`config.mk`:
```
export PLATFORM = sky130hd
export DESIGN_NAME = cpu_interrupt_exception_unit
export DESIGN_NICKNAME = d
export VERILOG_FILES = /design/src/exc_unit_pkg.sv /design/src/cpu_interrupt_exception_unit.sv
export SDC_FILE = /design/constraint.sdc
export NUM_CORES = 1
export LEC_CHECK = 0
export BUFFER_PORTS_ARGS = -buffer_cell sky130_fd_sc_hd__buf_2
export CAP_MARGIN = 5
export CORE_AREA = 3 3 172 124
export DETAILED_ROUTE_END_ITERATION = 16
export DIE_AREA = 0 0 175 127
export PLACE_DENSITY_LB_ADDON = 0.15
export SETUP_SLACK_MARGIN = 0.5
export SLEW_MARGIN = 20
export SYNTH_ARGS = -nofsm -noshare
export SYNTH_HDL_FRONTEND = slang
export SYNTH_SLANG_ARGS = --single-unit
```
`constraint.sdc`:
```
create_clock -name i_clk -period 9.74 [get_ports i_clk]
set_clock_uncertainty 0.1 [all_clocks]
set_input_delay 0.974 -clock i_clk [delete_from_list [all_inputs] [get_ports i_clk]]
set_output_delay 0.974 -clock i_clk [all_outputs]
set_load 0.05 [all_outputs]
```
`src/exc_unit_pkg.sv`:
```
package exc_unit_pkg;

  localparam int          VEC_W         = 8;
  localparam int          ADDR_W        = 20;
  localparam logic [15:0] FLAGS_RESET   = 16'h0002;
  localparam int          IF_BIT        = 9;
  localparam int          TF_BIT        = 8;
  localparam logic [7:0]  VEC_DIVIDE    = 8'h00;
  localparam logic [7:0]  VEC_STEP      = 8'h01;
  localparam logic [7:0]  VEC_NMI       = 8'h02;
  localparam logic [7:0]  VEC_BREAK     = 8'h03;
  localparam logic [7:0]  VEC_OVERFLOW  = 8'h04;
  localparam logic [7:0]  VEC_RANGE     = 8'h05;
  localparam logic [7:0]  VEC_BAD_OP    = 8'h06;
  localparam logic [7:0]  VEC_NO_COPROC = 8'h07;
  localparam logic [7:0]  VEC_SEG_OVR   = 8'h09;
  localparam logic [7:0]  VEC_COP_ERR   = 8'h10;
  localparam logic [7:0]  VEC_USER_MIN  = 8'h20;
  localparam logic [19:0] TABLE_BASE    = 20'h00000;
  localparam logic [19:0] TABLE_LAST    = 20'h003ff;
  localparam logic [15:0] WORD_BYTES    = 16'h0002;
  localparam logic [19:0] ENTRY_SEG_OFS = 20'h00002;

  typedef struct packed {
    logic              valid;
    logic              write;
    logic [ADDR_W-1:0] addr;
    logic [15:0]       wdata;
  } mem_req_type;

  typedef struct packed {
    logic [15:0] seg;
    logic [15:0] off;
  } code_ptr_type;

  typedef struct packed {
    logic             valid;
    logic             after;
    logic [VEC_W-1:0] vector;
  } exc_req_type;

endpackage : exc_unit_pkg

```
`src/cpu_interrupt_exception_unit.sv`:
```
`timescale 1ns/1ps
// Operation
// [RULE1] Push flags, segment, pointer; load handler pointer.
// [RULE2] Table holds 256 pointers, 8-bit index.
// [RULE3] Vectors 0-31 reserved, 32-255 user.
// [RULE4] Fixed vectors for processor exceptions.
// [RULE5] Exception return points at faulting instruction.
// [RULE6] Overflow trap returns past its instruction.
// [RULE7] Exceptions and non-maskable vector internally.
// [RULE8] Software interrupts reach any vector.
// [RULE9] Controller supplies vector during acknowledge.
// [RULE10] Maskable request accepted only when enabled.
// [RULE11] Enable cleared after flag word pushed.
// [RULE12] Interrupt return restores saved flag word.
// [RULE13] Non-maskable uses vector 2, no acknowledge.
// [RULE14] Non-maskable handler blocks further requests.
// [RULE15] Non-maskable during handler latched until return.
// [RULE16] Step flag traps after next instruction.
// [RULE17] Fixed priority among simultaneous requests.
// [RULE18] Pending requests chain before handler starts.
// [RULE19] Table occupies bottom kilobyte of memory.
// [RULE20] Entry is offset word then segment word.
module cpu_interrupt_exception_unit
  import exc_unit_pkg::*;
(
  input  wire logic              i_clk,
  input  wire logic              i_sys_rst,
  input  wire logic              i_maskable_request_pin,
  input  wire logic              i_nmi_pin,
  input  wire logic              i_ovr_req,
  input  wire logic              i_boundary,
  input  wire exc_req_type       i_exc,
  input  wire logic [15:0]       i_ret_cs,
  input  wire logic [15:0]       i_fault_ip,
  input  wire logic [15:0]       i_next_ip,
  input  wire logic [15:0]       i_ss,
  input  wire logic [15:0]       i_sp,
  input  wire logic              i_flags_we,
  input  wire logic [15:0]       i_flags_wdata,
  input  wire logic              i_interrupt_return_instr,
  input  wire logic [15:0]       i_interrupt_return_instr_flags,
  input  wire logic              i_inta_valid,
  input  wire logic [VEC_W-1:0]  i_inta_vector,
  input  wire logic              i_mem_ack,
  input  wire logic [15:0]       i_mem_rdata,
  output logic                   o_inta_req,
  output mem_req_type            o_mem_req,
  output logic                   o_busy,
  output logic                   o_handler_go,
  output code_ptr_type           o_code_pointer,
  output logic [15:0]            o_flags,
  output logic [15:0]            o_sp,
  output logic [VEC_W-1:0]       o_vector,
  output logic                   o_vector_reserved
);

  // ----------------------------------------------------------------
  // Types and helpers
  // ----------------------------------------------------------------
  typedef enum logic [2:0] {
    ST_IDLE, ST_ACK, ST_PUSH_FL, ST_PUSH_CS, ST_PUSH_IP, ST_RD_OFF, ST_RD_SEG, ST_CHAIN
  } state_type;

  function automatic logic [ADDR_W-1:0] phys(input logic [15:0] seg, input logic [15:0] off);
    phys = {seg, 4'h0} + {4'h0, off};
  endfunction : phys

  function automatic logic is_reserved(input logic [VEC_W-1:0] vec);
    is_reserved = (vec < VEC_USER_MIN);
  endfunction : is_reserved

  state_type         state_r;
  state_type         state_nxt;
  logic [15:0]       flags_r;
  logic [15:0]       sp_r;
  logic [15:0]       ss_r;
  logic [15:0]       ret_cs_r;
  logic [15:0]       ret_ip_r;
  logic [VEC_W-1:0]  vec_r;
  code_ptr_type      ptr_r;
  mem_req_type       mem_r;
  mem_req_type       mem_nxt;
  logic              go_r;
  logic              nmi_active_r;
  logic              nmi_pend_r;
  logic [1:0]        maskable_request_pin_sync_r;
  logic [1:0]        nmi_sync_r;
  logic              nmi_prev_r;
  logic              nmi_edge;
  logic              window;
  logic              take_exc;
  logic              take_step;
  logic              take_nmi;
  logic              take_ovr;
  logic              take_int;
  logic              take_any;
  logic              mem_done;
  logic [VEC_W-1:0]  take_vec;

  // ----------------------------------------------------------------
  // Pin synchronisers
  // ----------------------------------------------------------------
  always_ff @(posedge i_clk or posedge i_sys_rst) begin
    if (i_sys_rst) begin
      maskable_request_pin_sync_r <= 2'h0;
      nmi_sync_r  <= 2'h0;
      nmi_prev_r  <= 1'b0;
    end else begin
      maskable_request_pin_sync_r <= {maskable_request_pin_sync_r[0], i_maskable_request_pin};
      nmi_sync_r  <= {nmi_sync_r[0], i_nmi_pin};
      nmi_prev_r  <= nmi_sync_r[1];
    end
  end

  assign nmi_edge = nmi_sync_r[1] & ~nmi_prev_r;

  // ----------------------------------------------------------------
  // Arbitration
  // ----------------------------------------------------------------
  // Requests are looked at on an instruction boundary, and again in the
  // chain slot right after a table fetch, before the handler runs.
  assign window    = (state_r == ST_IDLE && i_boundary) || state_r == ST_CHAIN; // [RULE18]
  assign take_exc  = window && state_r == ST_IDLE && i_exc.valid; // [RULE17]
  assign take_step = window && state_r == ST_IDLE && flags_r[TF_BIT] && !take_exc; // [RULE16]
  assign take_nmi  = window && nmi_pend_r && !nmi_active_r && !take_exc && !take_step; // [RULE14]
  assign take_ovr  = window && i_ovr_req && !nmi_active_r && !take_exc && !take_step
                     && !take_nmi; // [RULE14]
  assign take_int  = window && maskable_request_pin_sync_r[1] && flags_r[IF_BIT] && !nmi_active_r
                     && !take_exc && !take_step && !take_nmi && !take_ovr; // [RULE10]
  assign take_any  = take_exc | take_step | take_nmi | take_ovr | take_int;
  assign mem_done  = mem_r.valid && i_mem_ack;

  always_comb begin
    take_vec = i_exc.vector; // [RULE8]
    if (take_step) begin
      take_vec = VEC_STEP; // [RULE4]
    end else if (take_nmi) begin
      take_vec = VEC_NMI; // [RULE13]
    end else if (take_ovr) begin
      take_vec = VEC_SEG_OVR; // [RULE7]
    end
  end

  // ----------------------------------------------------------------
  // Sequencer
  // ----------------------------------------------------------------
  always_comb begin
    state_nxt = state_r;
    case (state_r)
      ST_IDLE, ST_CHAIN: begin
        if (take_int) begin
          state_nxt = ST_ACK;
        end else if (take_any) begin
          state_nxt = ST_PUSH_FL; // [RULE7]
        end else begin
          state_nxt = ST_IDLE;
        end
      end
      ST_ACK:     if (i_inta_valid) state_nxt = ST_PUSH_FL;
      ST_PUSH_FL: if (mem_done) state_nxt = ST_PUSH_CS;
      ST_PUSH_CS: if (mem_done) state_nxt = ST_PUSH_IP;
      ST_PUSH_IP: if (mem_done) state_nxt = ST_RD_OFF;
      ST_RD_OFF:  if (mem_done) state_nxt = ST_RD_SEG;
      ST_RD_SEG:  if (mem_done) state_nxt = ST_CHAIN;
      default:    state_nxt = ST_IDLE;
    endcase
  end

  always_ff @(posedge i_clk or posedge i_sys_rst) begin
    if (i_sys_rst) begin
      state_r <= ST_IDLE;
    end else begin
      state_r <= state_nxt;
    end
  end

  // Memory request built from the state being entered, so it is a flop.
  always_comb begin
    mem_nxt = '0;
    case (state_nxt)
      ST_PUSH_FL: begin
        mem_nxt = '{1'b1, 1'b1, phys(ss_r, sp_r - WORD_BYTES), flags_r}; // [RULE1]
        if (state_r == ST_IDLE) begin
          mem_nxt.addr = phys(i_ss, i_sp - WORD_BYTES);
        end
      end
      ST_PUSH_CS: mem_nxt = '{1'b1, 1'b1, phys(ss_r, sp_r - WORD_BYTES - WORD_BYTES),
                              ret_cs_r}; // [RULE1]
      ST_PUSH_IP: mem_nxt = '{1'b1, 1'b1, phys(ss_r, sp_r - WORD_BYTES - WORD_BYTES),
                              ret_ip_r}; // [RULE1]
      ST_RD_OFF:  mem_nxt = '{1'b1, 1'b0, TABLE_BASE + {10'h000, vec_r, 2'b00}, 16'h0000}; // [RULE19]
      ST_RD_SEG:  mem_nxt = '{1'b1, 1'b0, mem_r.addr + ENTRY_SEG_OFS, 16'h0000}; // [RULE20]
      default:    mem_nxt = '0;
    endcase
    if (state_nxt == state_r && mem_r.valid) begin
      mem_nxt = mem_r;
    end
  end

  always_ff @(posedge i_clk or posedge i_sys_rst) begin
    if (i_sys_rst) begin
      mem_r <= '0;
    end else begin
      mem_r <= mem_nxt;
    end
  end

  // ----------------------------------------------------------------
  // Return context, stack pointer and vector
  // ----------------------------------------------------------------
  always_ff @(posedge i_clk or posedge i_sys_rst) begin
    if (i_sys_rst) begin
      ret_cs_r <= 16'h0000;
      ret_ip_r <= 16'h0000;
      ss_r     <= 16'h0000;
      sp_r     <= 16'h0000;
      vec_r    <= '0;
    end else begin
      if (take_any && state_r == ST_IDLE) begin
        ret_cs_r <= i_ret_cs;
        ss_r     <= i_ss;
        sp_r     <= i_sp;
        if (take_exc && !i_exc.after && i_exc.vector != VEC_OVERFLOW) begin
          ret_ip_r <= i_fault_ip; // [RULE5]
        end else begin
          ret_ip_r <= i_next_ip; // [RULE6]
        end
      end else if (take_any) begin
        ret_cs_r <= ptr_r.seg; // [RULE18]
        ret_ip_r <= ptr_r.off;
      end else if (mem_done && mem_r.write) begin
        sp_r <= sp_r - WORD_BYTES;
      end
      if (take_any && !take_int) begin
        vec_r <= take_vec;
      end else if (state_r == ST_ACK && i_inta_valid) begin
        vec_r <= i_inta_vector; // [RULE9]
      end
    end
  end

  // ----------------------------------------------------------------
  // Flag word
  // ----------------------------------------------------------------
  // The pushed copy is taken before the clear, so the old enable returns.
  always_ff @(posedge i_clk or posedge i_sys_rst) begin
    if (i_sys_rst) begin
      flags_r <= FLAGS_RESET;
    end else if (state_r == ST_PUSH_FL && mem_done) begin
      flags_r[IF_BIT] <= 1'b0; // [RULE11]
      flags_r[TF_BIT] <= 1'b0; // [RULE16]
    end else if (i_interrupt_return_instr) begin
      flags_r <= i_interrupt_return_instr_flags; // [RULE12]
    end else if (i_flags_we) begin
      flags_r <= i_flags_wdata;
    end
  end

  // ----------------------------------------------------------------
  // Non-maskable tracking
  // ----------------------------------------------------------------
  // A fresh edge wins over the clear made by taking the previous one.
  always_ff @(posedge i_clk or posedge i_sys_rst) begin
    if (i_sys_rst) begin
      nmi_pend_r   <= 1'b0;
      nmi_active_r <= 1'b0;
    end else begin
      if (nmi_edge) begin
        nmi_pend_r <= 1'b1; // [RULE15]
      end else if (take_nmi) begin
        nmi_pend_r <= 1'b0;
      end
      if (take_nmi) begin
        nmi_active_r <= 1'b1; // [RULE13]
      end else if (i_interrupt_return_instr) begin
        nmi_active_r <= 1'b0; // [RULE14]
      end
    end
  end

  // ----------------------------------------------------------------
  // Handler pointer
  // ----------------------------------------------------------------
  always_ff @(posedge i_clk or posedge i_sys_rst) begin
    if (i_sys_rst) begin
      ptr_r <= '0;
      go_r  <= 1'b0;
    end else begin
      if (state_r == ST_RD_OFF && mem_done) begin
        ptr_r.off <= i_mem_rdata; // [RULE20]
      end
      if (state_r == ST_RD_SEG && mem_done) begin
        ptr_r.seg <= i_mem_rdata; // [RULE1]
      end
      go_r <= state_r == ST_CHAIN && !take_any; // [RULE18]
    end
  end

  assign o_inta_req        = state_r == ST_ACK;
  assign o_mem_req         = mem_r;
  assign o_busy            = state_r != ST_IDLE;
  assign o_handler_go      = go_r;
  assign o_code_pointer    = ptr_r;
  assign o_flags           = flags_r;
  assign o_sp              = sp_r;
  assign o_vector          = vec_r;
  assign o_vector_reserved = is_reserved(vec_r); // [RULE3]

  // ----------------------------------------------------------------
  // Assertions
  // ----------------------------------------------------------------
  AST_TABLE_ADDR: assert property (@(posedge i_clk) disable iff (i_sys_rst) // [RULE2]
    (state_r == ST_RD_OFF && mem_r.valid) |-> mem_r.addr == TABLE_BASE + {10'h000, vec_r, 2'b00}
    && mem_r.addr <= TABLE_LAST) else $error("Table address wrong.");
  AST_FLAGS_PUSH: assert property (@(posedge i_clk) disable iff (i_sys_rst) // [RULE11]
    (state_r == ST_PUSH_FL && mem_done) |-> mem_r.wdata == flags_r ##1 !flags_r[IF_BIT])
    else $error("Flag push or enable clear wrong.");
  AST_NMI_VEC: assert property (@(posedge i_clk) disable iff (i_sys_rst) // [RULE13]
    take_nmi |=> vec_r == VEC_NMI && state_r == ST_PUSH_FL) else $error("Non-maskable path wrong.");
  AST_STEP_VEC: assert property (@(posedge i_clk) disable iff (i_sys_rst) // [RULE16]
    take_step |=> vec_r == VEC_STEP) else $error("Step vector wrong.");
  AST_EXC_FIRST: assert property (@(posedge i_clk) disable iff (i_sys_rst) // [RULE17]
    (state_r == ST_IDLE && i_boundary && i_exc.valid) |=> vec_r == $past(i_exc.vector))
    else $error("Exception lost priority.");
  AST_INTO_RET: assert property (@(posedge i_clk) disable iff (i_sys_rst) // [RULE6]
    (take_exc && i_exc.vector == VEC_OVERFLOW) |=> ret_ip_r == $past(i_next_ip))
    else $error("Overflow trap return wrong.");
  AST_FAULT_RET: assert property (@(posedge i_clk) disable iff (i_sys_rst) // [RULE5]
    (take_exc && !i_exc.after && i_exc.vector != VEC_OVERFLOW) |=> ret_ip_r == $past(i_fault_ip))
    else $error("Fault return wrong.");
  AST_MASK_EN: assert property (@(posedge i_clk) disable iff (i_sys_rst) // [RULE10]
    $rose(o_inta_req) |-> $past(flags_r[IF_BIT]) && !$past(nmi_active_r))
    else $error("Maskable taken while disabled.");
  AST_INTERRUPT_RETURN_INSTR_FLAGS: assert property (@(posedge i_clk) disable iff (i_sys_rst) // [RULE12]
    (i_interrupt_return_instr && !take_nmi && !(state_r == ST_PUSH_FL && mem_done))
    |=> flags_r == $past(i_interrupt_return_instr_flags) && !nmi_active_r) else $error("Return restore wrong.");

endmodule : cpu_interrupt_exception_unit

```
==> Yosys cells after proc, flatten, opt, wreduce, memory -nomap -nowiden <==
Index checks and enable logic that the tools add are counted.
W data, S select, Z words.
{ "classes": {"eq_ne": 15, "n_mux": 31, "add_sub_neg": 7, "order_cmp": 1, "bitwise": 7, "reduce_logical": 54} }
{ "ops": {"columns": ["operator", "n"], "rows": [
  ["$pmux W38 S5", 1],
  ["$mux W16", 10],
  ["$add A20 B16 Y20", 3],
  ["$sub A16 B2 Y16 const B", 3],
  ["$mux W8", 5],
  ["$logic_and A1 B1 Y1", 33],
  ["$eq A3 B3 Y1 const B", 7],
  ["$pmux W3 S7", 1],
  ["$add A20 B2 Y20 const B", 1],
  ["$mux W20", 1],
  ["$mux W3", 6],
  ["$eq A3 B2 Y1 const B", 4],
  ["$reduce_bool A2 Y1", 6],
  ["$logic_not A1 Y1", 8],
  ["$lt A8 B6 Y1 const B", 1],
  ["$ne A8 B3 Y1 const B", 1],
  ["$mux W2", 3],
  ["$reduce_bool A3 Y1", 2],
  ["$mux W1", 4],
  ["$or A1 B1 Y1", 4],
  ["$reduce_and A2 Y1", 2],
  ["$eq A3 B1 Y1 const B", 1],
  ["$eq A3 B3 Y1", 1],
  ["$logic_not A3 Y1", 1],
  ["other kinds (5)", 6]
]} }
{ "word_totals": {"wordCells": 135, "in_bits": 156, "reg_bits": 169, "out_inout_bits": 114} }

==> Depth between registers and ports, before layout <==
Gate-level depths: netlist of the first run.
{ "depth": {"depth_word": 19, "depth_mapped": 19, "mapped_depth_nobuf": 17} }

==> Least setup slack after synthesis of the first run <==
Ideal clock, no wire load.
{ "synth_timing": {"kind": "register to register", "from": "register sp_r[1] (netlist: o_sp[1])", "to": "register mem_r, in the netlist o_mem_req[30]", "period_less_slack_ns": 4.469, "path_stages_with_launch": 20, "arrival_time_ns": 4.249, "n_path_buf": 2, "required_time_ns": 9.519, "setup_ns": 0.121, "setup_slack_ns": 5.271, "path_cell_list": "dfrtp_1 > clkbuf_1 > inv_1 > ha_1 > clkbuf_1 > nor3b_1 > xnor2_1 > inv_1 > nor3b_1 > and3_1 > xnor2_1 > ha_1 > o21a_1 > nor2_1 > a21oi_1 > a41oi_1 > nor2b_1 > xnor2_1 > a221o_1 > a22o_1"} }
{ "synth_between": {"elab_chain_cells": 4, "word_cells_on_any_way": 6, "cone_classes": "add/sub: 4; mux: 2"} }
{ "synth_lines": {"columns": ["element", "line_no", "text"], "rows": [
  ["from (decl)", "cpu_interrupt_exception_unit.sv:75", "logic [15:0] sp_r;"],
  ["from (signal assigned)", "cpu_interrupt_exception_unit.sv:222", "sp_r <= i_sp;"],
  ["from (signal assigned)", "cpu_interrupt_exception_unit.sv:232", "sp_r <= sp_r - WORD_BYTES;"],
  ["$sub A16 B2 Y16 (*)", "cpu_interrupt_exception_unit.sv:182, cpu_interrupt_exception_unit.sv:187, cpu_interrupt_exception_unit.sv:189", null],
  ["$sub A16 B2 Y16 / $add A20 B16 Y20 (equally long branches)", "cpu_interrupt_exception_unit.sv:187, cpu_interrupt_exception_unit.sv:189, cpu_interrupt_exception_unit.sv:65", null],
  ["$add A20 B16 Y20 / $mux W20 (equally long branches)", "cpu_interrupt_exception_unit.sv:65, cpu_interrupt_exception_unit.sv:183", null],
  ["$pmux W38 S5 (*)", "cpu_interrupt_exception_unit.sv:180", "case (state_nxt)"],
  ["to (signal assigned)", "cpu_interrupt_exception_unit.sv:204", "mem_r <= mem_nxt;"],
  ["to (decl)", "cpu_interrupt_exception_unit.sv:81", "mem_req_type mem_r;"]
]} }
Mark *: on every way between the ends. The rest lies on a longest branch, timed or not.
A chain may end at the register's enable or synchronous reset.

==> Final worst setup path of the first run <==
{ "layout_timing": {"from": "register sp_r[1] (netlist: o_sp[1])", "to": "register mem_r, in the netlist o_mem_req[31]"} }
Same word-level chain as after synthesis.

==> metrics.yaml, run 1 <==
synthesis:
  synth_edf_count: 0
  syn_nets: 1415
  netlist_area_mm2: 0.0108
  synth_seq_cells: 169
  yosysWarnings: 0
  avgSynthCellArea_um2: 8.89
  synthDistinctLibCells: 70
  syn-instance-count: 1215
  seq_area_frac_synth: 0.392
  async_reset_ff_frac: 1.00
  ys.flop_type: "dfrtp_1"
route:
  drtIter0Drc: 1126
  drc: 0
  routedWlPerCell_um: 19.8
  ant_nets: 0
  drtPass1Iterations: 5
  num_vias: 10387
  drt-total-wl_mm: 34.4
  vias_per_cell: 5.98
grt:
  grt_pass1_vias: 9471
  grt_max_degree: 101
  antenna_found_initial: 2
  track_usage: 0.304
  overflow: 0
  grt_pass1_wl_mm: 53.2
critical_path:
  path_max_fanout: 10
  startpoint_type: "register"
  required_ps: 9950
  critical_path_class: "reg -> reg"
  endpoint_kind: "register"
  critPathArrivalTime_ps: 4840
power:
  p_leak_nw: 6.06
  p_total_mw: 5.50
  power_density_mw_per_mm2: 425
  vdd_drop_max_v: 0.000253
floorplan:
  fp.dieW_um: 175
  core_mm2: 0.0197
  die-area_mm2: 0.0222
  start_util: 0.549
  rows: 43
  fp.dieH_um: 127
  io_pins: 270
sta:
  rsz0062_at_grt: "false"
  tightest_slew_ps: 954
  whs_ps: 268
  period_minus_slack_ps: 4640
  setup_tns_ps: 0
  hold_viol: 0
  slew_headroom: 0.363
  layout_setup_ws_ps: 5100
  setup_violations: 0
  fmax_ghz: 0.216
  slew_viol_final: 0
  min_period_over_period: 0.476
placed_design:
  hpwlAfterDp_mm: 26.3
  dp_slack_ps: 5200
  gp_congestion: 0.917
  io_buffer_count: 269
clocking:
  cts_tree: "done"
  cts_setup_buffers: 0
  post_cts_resized: 0
  path_clk_slew_ps: 80
  postCtsHoldBufs: 0
  clk_latency_ps: 430
  htree_levels: 4
  cts_buffers: 17
  cts_sinks: 169
  cts_buffer_depth: 2
  root_buffer: "clkbuf_16"
job:
  timing.max_cap.violations: 0
layout:
  fin_nets: 1653
  drive_gt1_frac: 0.250
  mostFrequentLayoutCells: "269 x buf_2, 168 x dfrtp_1, 145 x nand2_1"
  area_growth_pct: 19.8
  layout.cells.most_common: "buf_2"
  diodes: 0
status:
  status: "complete, no violations"
min_path:
  hp-class: "reg -> reg"
[final timing paths]
path / startpoint / end / slack [ps] / depth (start not counted)
worst max-delay path: o_sp[1] / o_mem_req[31] / 5100 / 17
worst min-delay path: nmi_sync_r[0] / nmi_sync_r[1] / 270 / 0
worst max register to register: o_sp[1] / o_mem_req[31] / 5100 / 17
worst min register to register: nmi_sync_r[0] / nmi_sync_r[1] / 270 / 0
max in group asynchronous: i_sys_rst / o_flags[14] / 7460 / 3
min in group asynchronous: i_sys_rst / nmi_sync_r[0] / 620 / 2
[flip-flops by register name, indices dropped and copies added (netlist names)]
signal	count
state_r	3
maskable_request_pin_sync_r	2
o_handler_go	1
o_mem_req	38
o_vector	8
o_code_pointer	32
ret_cs_r	16
ss_r	16
nmi_prev_r	1
nmi_pend_r	1
nmi_sync_r	2
o_flags	16
ret_ip_r	16
o_sp	16
nmi_active_r	1
[area by class of cell]
cell class / count / area (µm²)
Fill cell: 1674 / 6740
Tap cell: 270 / 338
Multi-Input combinational cell: 950 / 6220
Clock buffer: 19 / 443
Timing Repair Buffer: 280 / 1430
Inverter: 35 / 136
Clock inverter: 13 / 154
Sequential cell: 169 / 4230
[power by group]
group / leakage (nW) / total, mW / switching, mW / internal (mW)
combinational: 3.68 / 3.43 / 2.30 / 1.13
sequential: 2.09 / 1.37 / 0.349 / 1.02
clock: 0.285 / 0.701 / 0.309 / 0.392
[stage by stage]
stage	utilization	instance area, µm²	instances
after floorplan	-	10800	1215
after detailed placement	0.627	12400	1704
after global placement	0.627	12400	1704
final	0.658	12900	1736
after global routing	0.658	12900	1736
after CTS	0.658	12900	1736
[kinds of logic (layout without fill, tap and decap cells)]
group / count (synthesis) / count (layout) / share of synthesized area
AOI/OAI and AO/OA: 310 / 310 / 0.185
xor gates and xnor gates: 83 / 83 / 0.0673
adders and majority gates: 44 / 44 / 0.0530
buffers and inverters: 96 / 347 / 0.0374
DFF: 169 / 169 / 0.392
muxes: 92 / 92 / 0.0892
and+or+nand+nor: 421 / 421 / 0.176
[Yosys cell counts, drive strengths merged (15+ instances only)]
cell	instances	area, µm²
nor3	34	175
buf	18	111
xor2	37	324
nor2	132	498
dfrtp	168	4200
xnor2	46	403
o21ai	87	435
inv	35	131
nand2	145	544
nand3	26	135
mux2i	58	581
nand4	15	93.8
ha	41	513
clkbuf	43	161
a222oi	19	190
a21oi	96	484
mux2	34	383
[worst max-delay path: stages (launching register included)]
cell and delay, ps:
dfrtp_1 520, inv_1 140, ha_1 320, nor3b_1 190, xnor2_1 450, inv_1 130, nor3b_1 380, and3_1 290
xnor2_1 110, ha_1 270, nor3_1 180, o21ai_0 110, a31oi_1 280, o21ai_0 200, a21oi_1 250, mux2i_1 210
o21ai_1 90, a221o_1 290
[layer usage]
metal,global-route usage,up-vias,wire (µm),share of wire
met5,0,-,13,0.00038
met4,0.0600,2,281,0.0082
met3,0.0838,20,3780,0.11
met2,0.420,510,14300,0.41
met1,0.477,4982,16100,0.47
li1,-,4873,-,-
Note: power is estimated with default switching activity, not from simulation.
==> inputs of run 2 (changes only) <==
--- a/config.mk
+++ b/config.mk
@@ -5,11 +5,12 @@
 export SDC_FILE = /design/constraint.sdc
 export NUM_CORES = 1
 export LEC_CHECK = 0
+export ABC_AREA = 1
 export BUFFER_PORTS_ARGS = -buffer_cell sky130_fd_sc_hd__buf_2
 export CAP_MARGIN = 5
-export CORE_AREA = 3 3 172 124
+export CORE_AREA = 3 3 190 136
 export DETAILED_ROUTE_END_ITERATION = 16
-export DIE_AREA = 0 0 175 127
+export DIE_AREA = 0 0 193 139
 export PLACE_DENSITY_LB_ADDON = 0.15
 export SETUP_SLACK_MARGIN = 0.5
 export SLEW_MARGIN = 20
==> constraint.sdc (replaced) <==
create_clock -name i_clk -period 3.75 [get_ports i_clk]
set_clock_uncertainty 0.1 [all_clocks]
set_input_delay 0.375 -clock i_clk [delete_from_list [all_inputs] [get_ports i_clk]]
set_output_delay 0.375 -clock i_clk [all_outputs]
set_load 0.05 [all_outputs]
==> run 2 against run 1 <==
Worst setup slack got worse by 4800 ps. Via count increased by 31%. Clock power grew to 2.6 times the previous value. Area after synthesis increased by 11%. Sequential power increased to 2.7 times the previous value. Register-to-register slack worse by 4800 ps. Critical path type unchanged. Highest routed layer unchanged.
==> metrics.yaml, run 2 <==
grt:
  track_usage: 0.324
  grt_max_degree: 170
  antenna_found_initial: 3
  overflow: 0
  grt_pass1_vias: 12299
  grt_pass1_wl_mm: 67.9
route:
  drt-total-wl_mm: 45.1
  routedWlPerCell_um: 18.3
  ant_nets: 0
  num_vias: 13604
  vias_per_cell: 5.52
  drc: 0
  drtIter0Drc: 1326
  drtPass1Iterations: 7
synthesis:
  post_synth_main_area_contributors: "dfrtp_1 35%, nand2_1 20%, nand3_1 6.5%"
  async_reset_ff_frac: 1.00
  seq_area_frac_synth: 0.352
  yosysTopAreaCell: "dfrtp_1"
  synth_seq_cells: 169
  yosysWarnings: 0
  synth_most_common_cell: "nand2_1"
  synthDistinctLibCells: 45
  syn_nets: 2002
  yosys.area.top_type_share: 0.349
  synth_edf_count: 0
  netlist_area_mm2: 0.0120
  ys.flop_type: "dfrtp_1"
  avgSynthCellArea_um2: 6.68
  syn-instance-count: 1802
  synthTopCellsByCount: "632 x nand2_1, 199 x inv_1, 168 x dfrtp_1, 157 x nand3_1, 157 x nor2_1"
clocking:
  cts_buffers: 17
  root_buffer: "clkbuf_16"
  path_clk_slew_ps: 80
  cts_tree: "done"
  cts_sinks: 169
  clk_latency_ps: 450
  cts_buffer_depth: 2
  htree_levels: 4
critical_path:
  crit_top_cell: "nand2_1"
  endpoint_kind: "register"
  path_delay_family: "simple AND/OR/NAND/NOR gates"
  required_ps: 3980
  path_max_fanout: 4
  critical_path_class: "reg -> reg"
  ff2ff_setup_slack_ps: 350
  critPathArrivalTime_ps: 3640
  path_buf_inv: 4
  critPathMaxStageDelay_ps: 460
  startpoint_type: "register"
  slowest_stage: "dfrtp_2"
floorplan:
  die-area_mm2: 0.0268
  fp.dieW_um: 193
  rows: 48
  core_mm2: 0.0244
  start_util: 0.493
  fp.dieH_um: 139
  io_pins: 270
layout:
  fin_util: 0.638
  mostFrequentLayoutCells: "601 x nand2_1, 269 x buf_2, 185 x inv_1"
  fillers: 2270
  fin_nets: 2328
  area_growth_pct: 29.3
  multiInputGateArea_mm2: 0.00739
  drive_gt1_frac: 0.265
  largest_reg_flops: 38
  seq_area_mm2: 0.00424
  layout.cells.most_common: "nand2_1"
  final_cells: 2466
  diodes: 0
  fin_area_mm2: 0.0156
power:
  p_total_mw: 17.4
  vdd_drop_max_v: 0.000671
  p_leak_nw: 8.31
  power_density_mw_per_mm2: 1120
placed_design:
  hpwlAfterDp_mm: 33.8
  dp_slack_ps: 42.8
  io_buffer_count: 269
  place_area_mm2: 0.0140
  placed_cells: 2392
  gp_congestion: 1.01
sta:
  slew_headroom: 0.258
  tightest_slew_ps: 1110
  slew_viol_final: 0
  setup_violations: 0
  min_period_over_period: 0.908
  hold_viol: 0
  rsz0062_at_grt: "true"
  setup_tns_ps: 0
  period_minus_slack_ps: 3400
  layout_setup_ws_ps: 346
  whs_ps: 60.1
  fmax_ghz: 0.294
status:
  status: "complete, no violations"
min_path:
  hp-class: "in -> reg"
job:
  timing.max_cap.violations: 0
[run 2: cell count changes after synthesis, moves of 13 or more]
cell,before,now
a222oi_1,19,0
nand2_1,145,632
nor3_1,33,14
a31oi_1,11,38
clkbuf_1,43,30
nor2_1,131,157
o21ai_0,85,108
inv_1,35,199
xnor2_1,46,19
mux2i_1,58,0
nand3_1,25,157
a21oi_1,95,49
mux2_2,34,0
[run 2: cell families (layout without fill, tap and decap cells)]
group                      Yosys count  count (layout)  share of synthesized area
and+or+nand+nor                   1024            1024                      0.356
adders and majority gates           44              44                     0.0476
buffers and inverters              267             606                     0.0879
DFF                                169             169                      0.352
AOI/OAI and AO/OA                  236             236                      0.111
xor gates and xnor gates            62              62                     0.0451
[run 2: area by class of cell]
type,instances,share of cell area
clock inverter,14,0.00997
clock buffer,18,0.0282
timing repair buffer,365,0.137
inverter,209,0.0512
sequential,169,0.273
tap,325,0.0261
multi-input combinational,1366,0.475
[run 2: path summary, 6_finish.rpt]
kind	from	endpoint	depth (start not counted)
min in group asynchronous	i_sys_rst	o_sp[14]	3
hold reg to reg	nmi_sync_r[0]	nmi_sync_r[1]	0
setup reg to reg	o_sp[6]	o_mem_req[35]	26
max in group asynchronous	i_sys_rst	nmi_pend_r	3
hold / removal	i_flags_wdata[1]	o_flags[1]	3
setup / recovery	o_sp[6]	o_mem_req[35]	26
[run 2: timing repair]
action,in CTS,in global routing
buffers inserted,20,20
hold endpoints to repair,2,0
hold buffers,2,0
endpoints found under the setup margin,12,14
resized for setup,50,107
pin swaps,26,55
cloned,0,0
[run 2: worst register-to-register path, delay by kind of cell, from the launching register on]
family          cells  cell delay [ps]
flops               1              460
xor+xnor            2              350
compound gates      1               70
simple gates       18             1580
buf+inv             4              450
fa+ha+maj           1              280
[run 2: routing by layer]
| metal | GRT usage | wire length [µm] |
|---|---|---|
| met1 | 0.504 | 20800 |
| met2 | 0.446 | 18300 |
| met3 | 0.0862 | 5160 |
| met4 | 0.0696 | 795 |
| met5 | 0.0147 | 35 |
[run 2: power breakdown]
group	internal [mW]	switching, mW
clock	0.909	0.878
sequential	2.69	0.960
combinational	3.88	8.07
total	7.47	9.91
==> inputs of run 3 (changes only) <==
--- a/config.mk
+++ b/config.mk
@@ -12,6 +12,7 @@
 export DETAILED_ROUTE_END_ITERATION = 16
 export DIE_AREA = 0 0 193 139
 export PLACE_DENSITY_LB_ADDON = 0.15
+export REMOVE_ABC_BUFFERS = 1
 export SETUP_SLACK_MARGIN = 0.5
 export SLEW_MARGIN = 20
 export SYNTH_ARGS = -nofsm -noshare
==> run 3 against run 2 <==
Sequential share of layout area fell by 0.12 points. Die area unchanged. Non-clock buffer count shrank 2. Total power is 2.9% lower. Via count is 0.18% higher. Core utilization increased by 0.25 points. Critical path depth decreased by 1. First-iteration DRC count is 6.7% higher.
==> metrics.yaml, run 3 (synthesis gave the netlist of run 2 again) <==
clocking:
  cts_tree: "done"
  cts_buffer_depth: 2
  path_clk_slew_ps: 70
  root_buffer: "clkbuf_16"
  htree_levels: 4
  clk_latency_ps: 450
  cts_sinks: 169
  cts_buffers: 17
route:
  ant_nets: 0
  drtPass1Iterations: 5
  vias_per_cell: 5.53
  num_vias: 13628
  drtIter0Drc: 1415
  routedWlPerCell_um: 18.3
  drt-total-wl_mm: 45.2
  drc: 0
sta:
  setup_tns_ps: 0
  fmax_ghz: 0.294
  period_minus_slack_ps: 3400
  whs_ps: 41.8
  setup_violations: 0
  min_period_over_period: 0.906
  hold_viol: 0
  rsz0062_at_grt: "true"
  slew_headroom: 0.338
  tightest_slew_ps: 991
  slew_viol_final: 0
floorplan:
  fp.dieH_um: 139
  fp.dieW_um: 193
  start_util: 0.493
  core_mm2: 0.0244
  rows: 48
  die-area_mm2: 0.0268
  io_pins: 270
critical_path:
  critical_path_class: "reg -> reg"
  slowest_stage: "dfrtp_2"
  endpoint_kind: "register"
  startpoint_type: "register"
  path_max_fanout: 4
  required_ps: 3980
  crit_top_cell: "nand2_1"
  critPathMaxStageDelay_ps: 470
  critPathArrivalTime_ps: 3630
grt:
  overflow: 0
  antenna_found_initial: 0
  grt_pass1_vias: 12120
  track_usage: 0.320
  grt_max_degree: 75
  grt_pass1_wl_mm: 67.2
placed_design:
  hpwlAfterDp_mm: 32.6
  io_buffer_count: 269
  gp_congestion: 0.978
  place_area_mm2: 0.0139
power:
  power_density_mw_per_mm2: 1080
  intPower_mw: 7.37
  p_leak_nw: 8.30
  power.share.sequential: 0.210
  switching_power_mw: 9.51
  vdd_drop_max_v: 0.000829
  clkPwrFrac: 0.110
  combPwrFrac: 0.679
  p_sw_frac: 0.563
layout:
  area_growth_pct: 29.8
  mostFrequentLayoutCells: "594 x nand2_1, 269 x buf_2, 178 x inv_1"
  largest_reg_flops: 38
  layout.cells.most_common: "nand2_1"
  fin_nets: 2326
  drive_gt1_frac: 0.276
  diodes: 0
  fin_area_mm2: 0.0156
  fin_util: 0.640
min_path:
  hp-class: "in -> reg"
status:
  status: "complete, no violations"
job:
  timing.max_cap.violations: 0
run 3: changes by cell type in the layout (fill, tap and decap cells not counted), sizes merged:
cell,previous run,this run
bufinv,0,2
dlygate4sd3,2,3
buf,363,360
clkbuf,18,21
clkinv,6,1
run 3: worst max-delay path, delay by kind of cell, from the launching register on:
family	cells	cell delay [ps]
xor+xnor	2	360
buf+inv	4	410
fa+ha+maj	1	280
compound gates	1	180
flops	1	470
simple gates	17	1450
run 3: final timing paths:
path | from | end | slack (ps) | cells past startpoint
setup / recovery | o_sp[7] | o_mem_req[33] | 350 | 25
hold / removal | i_ss[6] | ss_r[6] | 40 | 3
setup reg to reg | o_sp[7] | o_mem_req[33] | 350 | 25
hold reg to reg | maskable_request_pin_sync_r[0] | maskable_request_pin_sync_r[1] | 260 | 0
max in group asynchronous | i_sys_rst | o_flags[1] | 2030 | 4
min in group asynchronous | i_sys_rst | maskable_request_pin_sync_r[0] | 510 | 3
run 3: metal layers:
metal,share of wire,global-route usage,vias up
met3,0.097,0.0766,78
met2,0.42,0.448,732
met1,0.46,0.496,6382
met4,0.022,0.0749,0
li1,-,-,6436
met5,0,0,-
run 3: power groups by stage:
stage               sequential, mW  combinational [mW]  clock, mW
floorplan                     5.02                5.48          0
detailed placement            3.48                10.1          0
finish                        3.55                11.5       1.86
CTS                           3.47                10.5       1.88
global route                  3.64                12.5       1.95
global placement              3.48                10.0          0
run 3: final cells by class:
cell class	count	area, µm²
Fill cell	2269	8770
Multi-Input combinational cell	1366	7480
Sequential cell	169	4240
Timing Repair Buffer	363	2090
Inverter	209	795
Clock buffer	21	470
Tap cell	325	407
Clock inverter	11	134
run 3: stage by stage:
step	cells	total power, mW	worst slack (ps)
floorplan	1744	10.5	-1300
global placement	2383	13.5	-39.8
detailed placement	2383	13.6	-144
CTS	2435	15.9	482
global route	2464	18.1	169
finish	2464	16.9	353
run 3: what timing repair did:
action                                  CTS  global route
gates resized for setup                  58           139
hold buffers                              3             0
pin swaps                                18            60
endpoints found under the setup margin   11            13
endpoints found under the hold margin    34             0
buffers inserted                         17            29
